**src/rtl/blit_pkg.sv**
```systemverilog
package blit_pkg;

    // ------------------------------------------------------------
    // register offsets (byte addresses)
    // ------------------------------------------------------------
    localparam logic [15:0] CTRL_OFS  = 16'h8000;
    localparam logic [15:0] STAT_OFS  = 16'h8004;
    localparam logic [15:0] OPER_OFS  = 16'h8008;
    localparam logic [15:0] SRC_OFS   = 16'h800c;
    localparam logic [15:0] DST_OFS   = 16'h8010;
    localparam logic [15:0] PITCH_OFS = 16'h8014;
    localparam logic [15:0] WID_OFS   = 16'h8018;
    localparam logic [15:0] HGT_OFS   = 16'h801c;
    localparam logic [15:0] TCOL_OFS  = 16'h8020;
    // haddr bit that selects the pixel data area
    localparam int          DATA_AREA_BIT = 16;

    // ------------------------------------------------------------
    // field positions
    // ------------------------------------------------------------
    localparam int CTRL_START_BIT = 0;
    localparam int CTRL_DLIN_BIT  = 16;
    localparam int CTRL_SLIN_BIT  = 17;
    localparam int CTRL_BPP_BIT   = 18;
    localparam int STAT_ACT_BIT   = 0;
    localparam int STAT_FULL_BIT  = 4;
    localparam int STAT_HALF_BIT  = 5;
    localparam int STAT_NEMP_BIT  = 6;
    localparam int OP_LSB         = 0;

    // ------------------------------------------------------------
    // operation codes, sizes, reset values
    // ------------------------------------------------------------
    localparam logic [3:0]  OP_TWRITE      = 4'h4;
    localparam logic [3:0]  OP_TMOVE       = 4'h5;
    localparam int          FIFO_DEPTH_DEF = 16;
    localparam int          DIM_W_DEF      = 10;
    localparam logic [31:0] REG_RESET      = 32'h0000_0000;
    localparam logic [2:0]  HSIZE_WORD     = 3'h2;

    typedef enum logic [2:0] {
        ST_IDLE, ST_FETCH, ST_RD_WAIT, ST_TEST, ST_WR_WAIT, ST_ADVANCE
    } eng_state_t;

    // request towards the display buffer
    typedef struct packed {
        logic        req;
        logic        we;
        logic [31:0] addr;
        logic [15:0] wdata;
        logic [1:0]  be;
    } mem_req_t;

endpackage : blit_pkg

```
**src/rtl/transparent_blit_engine.sv**
```systemverilog
// Design decision made here: register access over AHB-Lite.
`timescale 1ns/10ps

// Overview of operation
// - every 16-bit word written to the data area during a transparent write counts as one received word
// - source address bit 0 holds the phase of a transparent write
// - operation code 4 selects the transparent write from the host
// - operation code 5 selects the transparent move, positive direction
// - transparent colour register: 8-bit index or 16-bit pixel
// - control bit 18 picks 8 bpp (0) or 16 bpp (1)
// - line pitch is counted in 16-bit words
// - linear-select bit clear makes that area rectangular using the pitch
// - start bit launches; status bit 0 shows active; host waits for it
// - 8 bpp write expects ((width+1+phase)/2) times height words
// - status shows fifo full bit 4, half bit 5, not empty bit 6
// - move source and destination are each rectangular or linear
// - source pixels equal to the transparent colour are not written
// - move walks upward from the upper-left addresses only
// - destination address is the byte address of the upper-left pixel
// - move source address is the byte address of the upper-left pixel
// - a write stays active until all expected words have arrived
// - phase 1 takes each row's first pixel from the upper byte
// - transparent write applies no raster operation
module transparent_blit_engine
    import blit_pkg::*;
#(
    parameter int DEPTH = FIFO_DEPTH_DEF,
    parameter int DW    = DIM_W_DEF
) (
    // clock and reset
    input  wire logic        hclk,
    input  wire logic        hresetn,
    // ahb-lite slave
    input  wire logic        hsel,
    input  wire logic [31:0] haddr,
    input  wire logic [1:0]  htrans,
    input  wire logic        hwrite,
    input  wire logic [2:0]  hsize,
    input  wire logic [31:0] hwdata,
    input  wire logic        hready,
    output logic      [31:0] hrdata,
    output logic             hreadyout,
    output logic             hresp,
    // display buffer port
    output mem_req_t         mem_o,
    input  wire logic        mem_ack,
    input  wire logic [15:0] mem_rdata
);

    localparam int AW = $clog2(DEPTH);
    localparam logic [AW:0] CNT_FULL = (AW+1)'(DEPTH);
    localparam logic [AW:0] CNT_HALF = (AW+1)'(DEPTH / 2);

    // ------------------------------------------------------------
    // state
    // ------------------------------------------------------------
    typedef struct packed {
        logic                   bpp16;
        logic                   dlin;
        logic                   slin;
        logic [3:0]             op;
        logic [31:0]            src;
        logic [31:0]            dst;
        logic [15:0]            pitch;
        logic [DW-1:0]          wid;
        logic [DW-1:0]          hgt;
        logic [15:0]            tcol;
        logic                   ap_valid;
        logic                   ap_write;
        logic                   ap_data;
        logic                   ap_word;
        logic                   ap_lane;
        logic [15:0]            ap_addr;
        logic [31:0]            rdata;
        logic [DEPTH-1:0][15:0] fifo;
        logic [AW-1:0]          wp;
        logic [AW-1:0]          rp;
        logic [AW:0]            cnt;
        eng_state_t             st;
        logic                   active;
        logic [DW-1:0]          x;
        logic [DW-1:0]          y;
        logic [31:0]            s_ptr;
        logic [31:0]            s_row;
        logic [31:0]            d_ptr;
        logic [31:0]            d_row;
        logic [15:0]            word;
        logic                   have_word;
        logic                   byte_sel;
        logic [15:0]            pix;
        logic [31:0]            rx;
        logic [31:0]            expect_words;
        mem_req_t               mem;
    } state_t;

    state_t q;
    state_t n;

    logic        stall;
    logic [AW+1:0] need;

    assign need  = q.ap_word ? (AW+2)'(2) : (AW+2)'(1);
    assign stall = q.ap_valid & q.ap_write & q.ap_data &
                   (({1'b0, q.cnt} + need) > (AW+2)'(DEPTH));

    assign hreadyout = ~stall;
    assign hresp     = 1'b0;
    assign hrdata    = q.rdata;
    assign mem_o     = q.mem;

    // ------------------------------------------------------------
    // next state
    // ------------------------------------------------------------
    always_comb begin
        logic [31:0] step;
        logic [31:0] s_next;
        logic [31:0] d_next;
        logic        transp;
        logic [15:0] hw;
        n      = q;
        step   = q.bpp16 ? 32'd2 : 32'd1;
        s_next = q.slin ? q.s_ptr + step
                        : q.s_row + {15'd0, q.pitch, 1'b0};
        d_next = q.dlin ? q.d_ptr + step
                        : q.d_row + {15'd0, q.pitch, 1'b0};
        transp = q.bpp16 ? (q.pix == q.tcol)
                         : (q.pix[7:0] == q.tcol[7:0]);
        hw     = q.ap_lane ? hwdata[31:16] : hwdata[15:0];

        // engine walk
        unique case (q.st)
            ST_IDLE: begin
                n.active = 1'b0;
            end
            ST_FETCH: begin
                if (q.op == OP_TMOVE) begin
                    n.mem.req  = 1'b1;
                    n.mem.we   = 1'b0;
                    n.mem.addr = {q.s_ptr[31:1], 1'b0};
                    n.mem.be   = 2'b11;
                    n.st       = ST_RD_WAIT;
                end else if (q.bpp16) begin
                    if (q.cnt != '0) begin
                        n.pix = q.fifo[q.rp];
                        n.rp  = q.rp + 1'b1;
                        n.cnt = q.cnt - 1'b1;
                        n.st  = ST_TEST;
                    end
                end else if (q.have_word) begin
                    n.pix = {8'd0, q.byte_sel ? q.word[15:8]
                                              : q.word[7:0]};
                    n.st  = ST_TEST;
                end else if (q.cnt != '0) begin
                    n.word      = q.fifo[q.rp];
                    n.rp        = q.rp + 1'b1;
                    n.cnt       = q.cnt - 1'b1;
                    n.have_word = 1'b1;
                    // phase applies to the first word of each row
                    n.byte_sel  = (q.x == '0) ? q.src[0] : 1'b0;
                end
            end
            ST_RD_WAIT: begin
                if (mem_ack) begin
                    n.mem.req = 1'b0;
                    n.pix = q.bpp16 ? mem_rdata
                          : {8'd0, q.s_ptr[0] ? mem_rdata[15:8]
                                              : mem_rdata[7:0]};
                    n.st  = ST_TEST;
                end
            end
            ST_TEST: begin
                if (transp) begin
                    n.st = ST_ADVANCE;
                end else begin
                    // pixel goes out as is, no raster operation
                    n.mem.req   = 1'b1;
                    n.mem.we    = 1'b1;
                    n.mem.addr  = {q.d_ptr[31:1], 1'b0};
                    n.mem.wdata = q.bpp16 ? q.pix
                                          : {q.pix[7:0], q.pix[7:0]};
                    n.mem.be    = q.bpp16 ? 2'b11
                                : (q.d_ptr[0] ? 2'b10 : 2'b01);
                    n.st        = ST_WR_WAIT;
                end
            end
            ST_WR_WAIT: begin
                if (mem_ack) begin
                    n.mem.req = 1'b0;
                    n.mem.we  = 1'b0;
                    n.st      = ST_ADVANCE;
                end
            end
            ST_ADVANCE: begin
                if (!q.bpp16) begin
                    if (q.byte_sel || q.x == q.wid) begin
                        n.have_word = 1'b0;
                    end else begin
                        n.byte_sel = 1'b1;
                    end
                end
                if (q.x != q.wid) begin
                    n.x     = q.x + 1'b1;
                    n.s_ptr = q.s_ptr + step;
                    n.d_ptr = q.d_ptr + step;
                    n.st    = ST_FETCH;
                end else if (q.y != q.hgt) begin
                    n.x     = '0;
                    n.y     = q.y + 1'b1;
                    n.s_ptr = s_next;
                    n.s_row = s_next;
                    n.d_ptr = d_next;
                    n.d_row = d_next;
                    n.st    = ST_FETCH;
                end else if (q.op != OP_TWRITE ||
                             q.rx >= q.expect_words) begin
                    n.st     = ST_IDLE;
                    n.active = 1'b0;
                end
            end
        endcase

        // ahb data phase
        if (q.ap_valid && q.ap_write && !stall) begin
            if (q.ap_data) begin
                // words outside a transparent write are dropped
                if (q.active && q.op == OP_TWRITE) begin
                    n.fifo[n.wp] = q.ap_word ? hwdata[15:0] : hw;
                    n.wp         = n.wp + 1'b1;
                    n.cnt        = n.cnt + 1'b1;
                    n.rx         = n.rx + 32'd1;
                    if (q.ap_word) begin
                        n.fifo[n.wp] = hwdata[31:16];
                        n.wp         = n.wp + 1'b1;
                        n.cnt        = n.cnt + 1'b1;
                        n.rx         = n.rx + 32'd1;
                    end
                end
            end else begin
                unique case (q.ap_addr)
                    CTRL_OFS: begin
                        n.bpp16 = hwdata[CTRL_BPP_BIT];
                        n.dlin  = hwdata[CTRL_DLIN_BIT];
                        n.slin  = hwdata[CTRL_SLIN_BIT];
                        if (hwdata[CTRL_START_BIT] && !q.active &&
                            (q.op == OP_TWRITE || q.op == OP_TMOVE)) begin
                            n.active    = 1'b1;
                            n.st        = ST_FETCH;
                            n.x         = '0;
                            n.y         = '0;
                            n.s_ptr     = q.src;
                            n.s_row     = q.src;
                            n.d_ptr     = q.dst;
                            n.d_row     = q.dst;
                            n.have_word = 1'b0;
                            n.byte_sel  = 1'b0;
                            n.rx        = '0;
                            n.expect_words = hwdata[CTRL_BPP_BIT]
                                ? (32'(q.wid) + 32'd1) * (32'(q.hgt) + 32'd1)
                                : ((32'(q.wid) + 32'd2 + 32'(q.src[0]))
                                   >> 1) * (32'(q.hgt) + 32'd1);
                        end
                    end
                    OPER_OFS:  n.op    = hwdata[OP_LSB +: 4];
                    SRC_OFS:   n.src   = hwdata;
                    DST_OFS:   n.dst   = hwdata;
                    PITCH_OFS: n.pitch = hwdata[15:0];
                    WID_OFS:   n.wid   = hwdata[DW-1:0];
                    HGT_OFS:   n.hgt   = hwdata[DW-1:0];
                    TCOL_OFS:  n.tcol  = hwdata[15:0];
                    default: ;
                endcase
            end
        end

        // ahb address phase
        if (!stall) begin
            n.ap_valid = hsel & htrans[1] & hready;
            n.ap_write = hwrite;
            n.ap_data  = haddr[DATA_AREA_BIT];
            n.ap_word  = (hsize == HSIZE_WORD);
            n.ap_lane  = haddr[1];
            n.ap_addr  = haddr[15:0];
            if (hsel && htrans[1] && hready && !hwrite) begin
                n.rdata = '0;
                if (!haddr[DATA_AREA_BIT]) begin
                    unique case (haddr[15:0])
                        CTRL_OFS: begin
                            n.rdata[CTRL_START_BIT] = n.active;
                            n.rdata[CTRL_DLIN_BIT]  = n.dlin;
                            n.rdata[CTRL_SLIN_BIT]  = n.slin;
                            n.rdata[CTRL_BPP_BIT]   = n.bpp16;
                        end
                        STAT_OFS: begin
                            n.rdata[STAT_ACT_BIT]  = n.active;
                            n.rdata[STAT_FULL_BIT] = (n.cnt == CNT_FULL);
                            n.rdata[STAT_HALF_BIT] = (n.cnt >= CNT_HALF);
                            n.rdata[STAT_NEMP_BIT] = (n.cnt != '0);
                        end
                        OPER_OFS:  n.rdata[3:0]    = n.op;
                        SRC_OFS:   n.rdata         = n.src;
                        DST_OFS:   n.rdata         = n.dst;
                        PITCH_OFS: n.rdata[15:0]   = n.pitch;
                        WID_OFS:   n.rdata[DW-1:0] = n.wid;
                        HGT_OFS:   n.rdata[DW-1:0] = n.hgt;
                        TCOL_OFS:  n.rdata[15:0]   = n.tcol;
                        default: ;
                    endcase
                end
            end
        end
    end

    // ------------------------------------------------------------
    // registers
    // ------------------------------------------------------------
    always_ff @(posedge hclk or negedge hresetn) begin
        if (!hresetn) begin
            q <= '0;
        end else begin
            q <= n;
        end
    end

endmodule : transparent_blit_engine

```
**config.mk**
```make
export PLATFORM = sky130hd
export DESIGN_NAME = transparent_blit_engine
export DESIGN_NICKNAME = d
export VERILOG_FILES = /design/src/rtl/blit_pkg.sv /design/src/rtl/transparent_blit_engine.sv
export SDC_FILE = /design/constraint.sdc
export NUM_CORES = 2
export LEC_CHECK = 0
export CAP_MARGIN = 10
export CORE_AREA = 8 8 333 335
export DETAILED_ROUTE_END_ITERATION = 12
export DIE_AREA = 0 0 341 343
export DONT_BUFFER_PORTS = 1
export GPL_TIMING_DRIVEN = 0
export PLACE_DENSITY = 0.69
export REMOVE_ABC_BUFFERS = 1
export SLEW_MARGIN = 20
export SYNTH_ARGS = -nofsm -noshare
export SYNTH_HDL_FRONTEND = slang
export SYNTH_SLANG_ARGS = --single-unit
```
**constraint.sdc**
```tcl
create_clock -name hclk -period 12.8 [get_ports hclk]
set_clock_uncertainty 0.2 [all_clocks]
set_input_delay 3.84 -clock hclk [delete_from_list [all_inputs] [get_ports hclk]]
set_output_delay 3.84 -clock hclk [all_outputs]
set_load 0.02 [all_outputs]
```
==> impl_metrics.toml <==
[run_status]
status = "complete, no violations"

[worst_setup_path]
crit_arrival_ps = 5400
crit_slowest_cell = "dfrtp_1"
crit_type = "reg2out"
critPathMaxFanout = 24
startpoint_type = "flip-flop"
required_ps = 8760
end_kind = "primary output"
path_cells = "clkinv_1, ha_1, inv_1, fa_1, a311o_1, a2111oi_2, inv_1"
slowest_delay_ps = 1080
crit_top_cell = "inv_1"
rrSetupSlack_ps = 4120

[routing]
totalWireLength_um = 169000
wl_met1_um = 66700
first_pass_iters = 6
routed-via-count = 43700
drt_iter0_drc = 5354
antenna_left = 0
met3RoutedLength_um = 21400
remaining_drc_errors = 0
met2_length_um = 72300
top_layer = "met5"
vias_per_cell = 6.48
routedWlPerCell_um = 25.1

[place]
dp_hpwl_um = 117000
dp.cells = 6569
port_buffers = 0
globalplace.congestion = 0.971

[job]
cap_violations = 0

[die]
start_util_pct = 47.6
die_y_um = 343
io_pins = 177
rows = 120
die-area_um2 = 117000
fp.dieW_um = 341
core_um2 = 106000

[logic_synthesis]
async_reset_ff_share_pct = 100
synthCells = 5553
seq_area_frac_synth_pct = 36.6
yosysWarnings = 0
ys_seq_elements = 737
yosys.area.top_type_share_pct = 36.6
synth-main-ff-cell = "dfrtp_1"
synth_edf_count = 0
synth_cell_types = 93
synth_top_area_cell = "dfrtp_1"
synthTopCellsByArea = "dfrtp_1 (37%), fa_1 (6.3%), ha_1 (5.3%), a21oi_1 (5.1%), nor2_1 (5.1%)"
synth.avg_cell_area_um2 = 9.07
netlist_area_um2 = 50400

[timing]
finalSetupViolCount = 0
rsz0062_at_grt = "false"
slew_violations = 0
relSlewSlack_pct = 20.5
post-route-period-util_pct = 73.8
min_period_ps = 9440
fmax_mhz = 106
tns_ps = 0
finalHoldViolCount = 0
worst_slew_pin_slew_ps = 1180

[global_route]
grt.total_usage_pct = 27.9
grt_antenna_before_repair = 25
overflow = 0
grt_pass1_wl_um = 255000
grt_max_degree = 738
grt_pass1_vias = 41900

[clock_tree]
cts_max_path_buffers = 3
cts_buffers = 79
cts.repair.resized = 0
cts_num_sinks = 737
cts-root-buf = "clkbuf_16"
cts_tree = "done"
cts.clk_slew.worst_paths_ps = 60
cts_setup_buffers = 0
clkLatencyLatePin_ps = 660
htree_levels = 3
ctsHoldBuffers = 0

[finish]
fin_cells = 6737
area_growth_pct = 7.99
finish.net_count = 5713
drive_gt1_share_pct = 10.9
fillerInstances = 9571

[power]
p_per_area_nw_per_um2 = 105
p_leak_nw = 22.5
peakVddDrop_uv = 104

[worst_hold_path]
min_path_type = "reg2reg"
==> stage by stage <==
stage | hold slack, ps | power, mW | instance area [µm²] | utilization, % | setup WS (ps)
floorplan | 246 | 3.05 | 48300 | - | 1750
global placement | 267 | 3.20 | 50000 | 47.3 | -6780
detailed placement | 274 | 3.23 | 51400 | 48.6 | 4110
CTS | 290 | 5.65 | 54200 | 51.2 | 3420
global route | 301 | 5.88 | 54300 | 51.3 | 3200
finish | 291 | 5.71 | 54400 | 51.4 | 3360
==> worst max-delay path: cells and delay by family (launching register included) <==
family                     cells  cell delay [ps]
AOI/OAI and AO/OA              2             1130
DFF                            1             1080
adders and majority gates      2              930
buffers and inverters          3             1580
==> sequential cells by signal, summed over array words and instances, names as in the netlist <==
name,count
q,654
hrdata,32
mem_o,51
==> routing by layer <==
metal,track usage (%),up-vias
li1,-,19000
met2,41.1,2462
met1,37.0,21700
met5,0.916,-
met4,12.2,18
met3,9.55,502
==> final timing paths <==
kind	startpoint	to	cells past startpoint
max	q[620]	hreadyout	7
min	q[224]	q[224]	1
max reg2reg	q[640]	q[71]	24
min reg2reg	q[224]	q[224]	1
max in group asynchronous	hresetn	q[308]	3
min in group asynchronous	hresetn	hrdata[28]	0
==> cell families after synthesis <==
family	after synthesis	synth area share [%]
adder cells (fa/ha/maj)	371	11.6
flip-flops	737	36.6
other	1	0.00745
buffers and inverters	751	6.28
multiplexers	298	8.36
XOR/XNOR	242	4.21
AO/OA/AOI/OAI	1446	17.6
AND/OR/NAND/NOR	1707	15.4
==> layout by cell type, fill, tap and decap left out, types with 32 or more instances in the layout <==
| cell type | netlist | routed |
|---|---|---|
| dfrtp_1 | 737 | 732 |
| nor2_1 | 679 | 673 |
| a21oi_1 | 511 | 494 |
| nand2_1 | 480 | 476 |
| inv_1 | 287 | 287 |
| o22ai_1 | 274 | 273 |
| o21ai_0 | 230 | 228 |
| ha_1 | 213 | 213 |
| mux2_2 | 181 | 181 |
| fa_1 | 158 | 158 |
| nand3_1 | 126 | 125 |
| xnor2_1 | 131 | 124 |
| xor2_1 | 111 | 107 |
| clkbuf_16 | 0 | 82 |
| mux4_2 | 80 | 80 |
| nor3_1 | 71 | 67 |
| a22oi_1 | 64 | 64 |
| nand4_1 | 56 | 56 |
| nand2b_1 | 53 | 53 |
| a21o_1 | 51 | 51 |
| a211oi_1 | 46 | 46 |
| mux2i_1 | 37 | 37 |
| and3_1 | 38 | 36 |
| o211ai_1 | 35 | 35 |
| a31oi_1 | 33 | 33 |
| nor4_1 | 40 | 32 |
==> layout make-up <==
| type | instances | area, µm² | area share (%) |
|---|---|---|---|
| antenna | 20 | 50.0 | 0.0920 |
| inverter | 289 | 1080 | 1.99 |
| tap | 1403 | 1760 | 3.23 |
| timing repair buffer | 78 | 1160 | 2.14 |
| multi-input combinational | 4066 | 29100 | 53.5 |
| clock inverter | 31 | 369 | 0.679 |
| sequential | 737 | 18500 | 33.9 |
| clock buffer | 113 | 2390 | 4.39 |
==> synthesized netlist by cell type (all sizes together) (15+ instances only) <==
cell and instances:
a211oi 46, a21o 51, a21oi 511, a221oi 30, a222oi 20, a22o 15, a22oi 64, a31oi 33
and2 23, and3 38, buf 125, clkbuf 337, dfrtp 737, fa 158, ha 213, inv 287
mux2 181, mux2i 37, mux4 80, nand2 481, nand2b 53, nand3 129, nand4 56, nor2 679
nor2b 26, nor3 72, nor4 41, o211ai 35, o21a 20, o21ai 231, o21bai 15, o22ai 274
o31ai 16, or3 24, xnor2 131, xor2 111
==> where the power goes <==
| group | switching, mW | internal (mW) | total (mW) |
|---|---|---|---|
| clock network | 1.01 | 1.44 | 2.45 |
| registers | 0.156 | 2.42 | 2.57 |
| logic | 0.406 | 0.280 | 0.685 |
| total | 1.57 | 4.14 | 5.71 |
No activity file was read; power rests on OpenSTA's default activity.
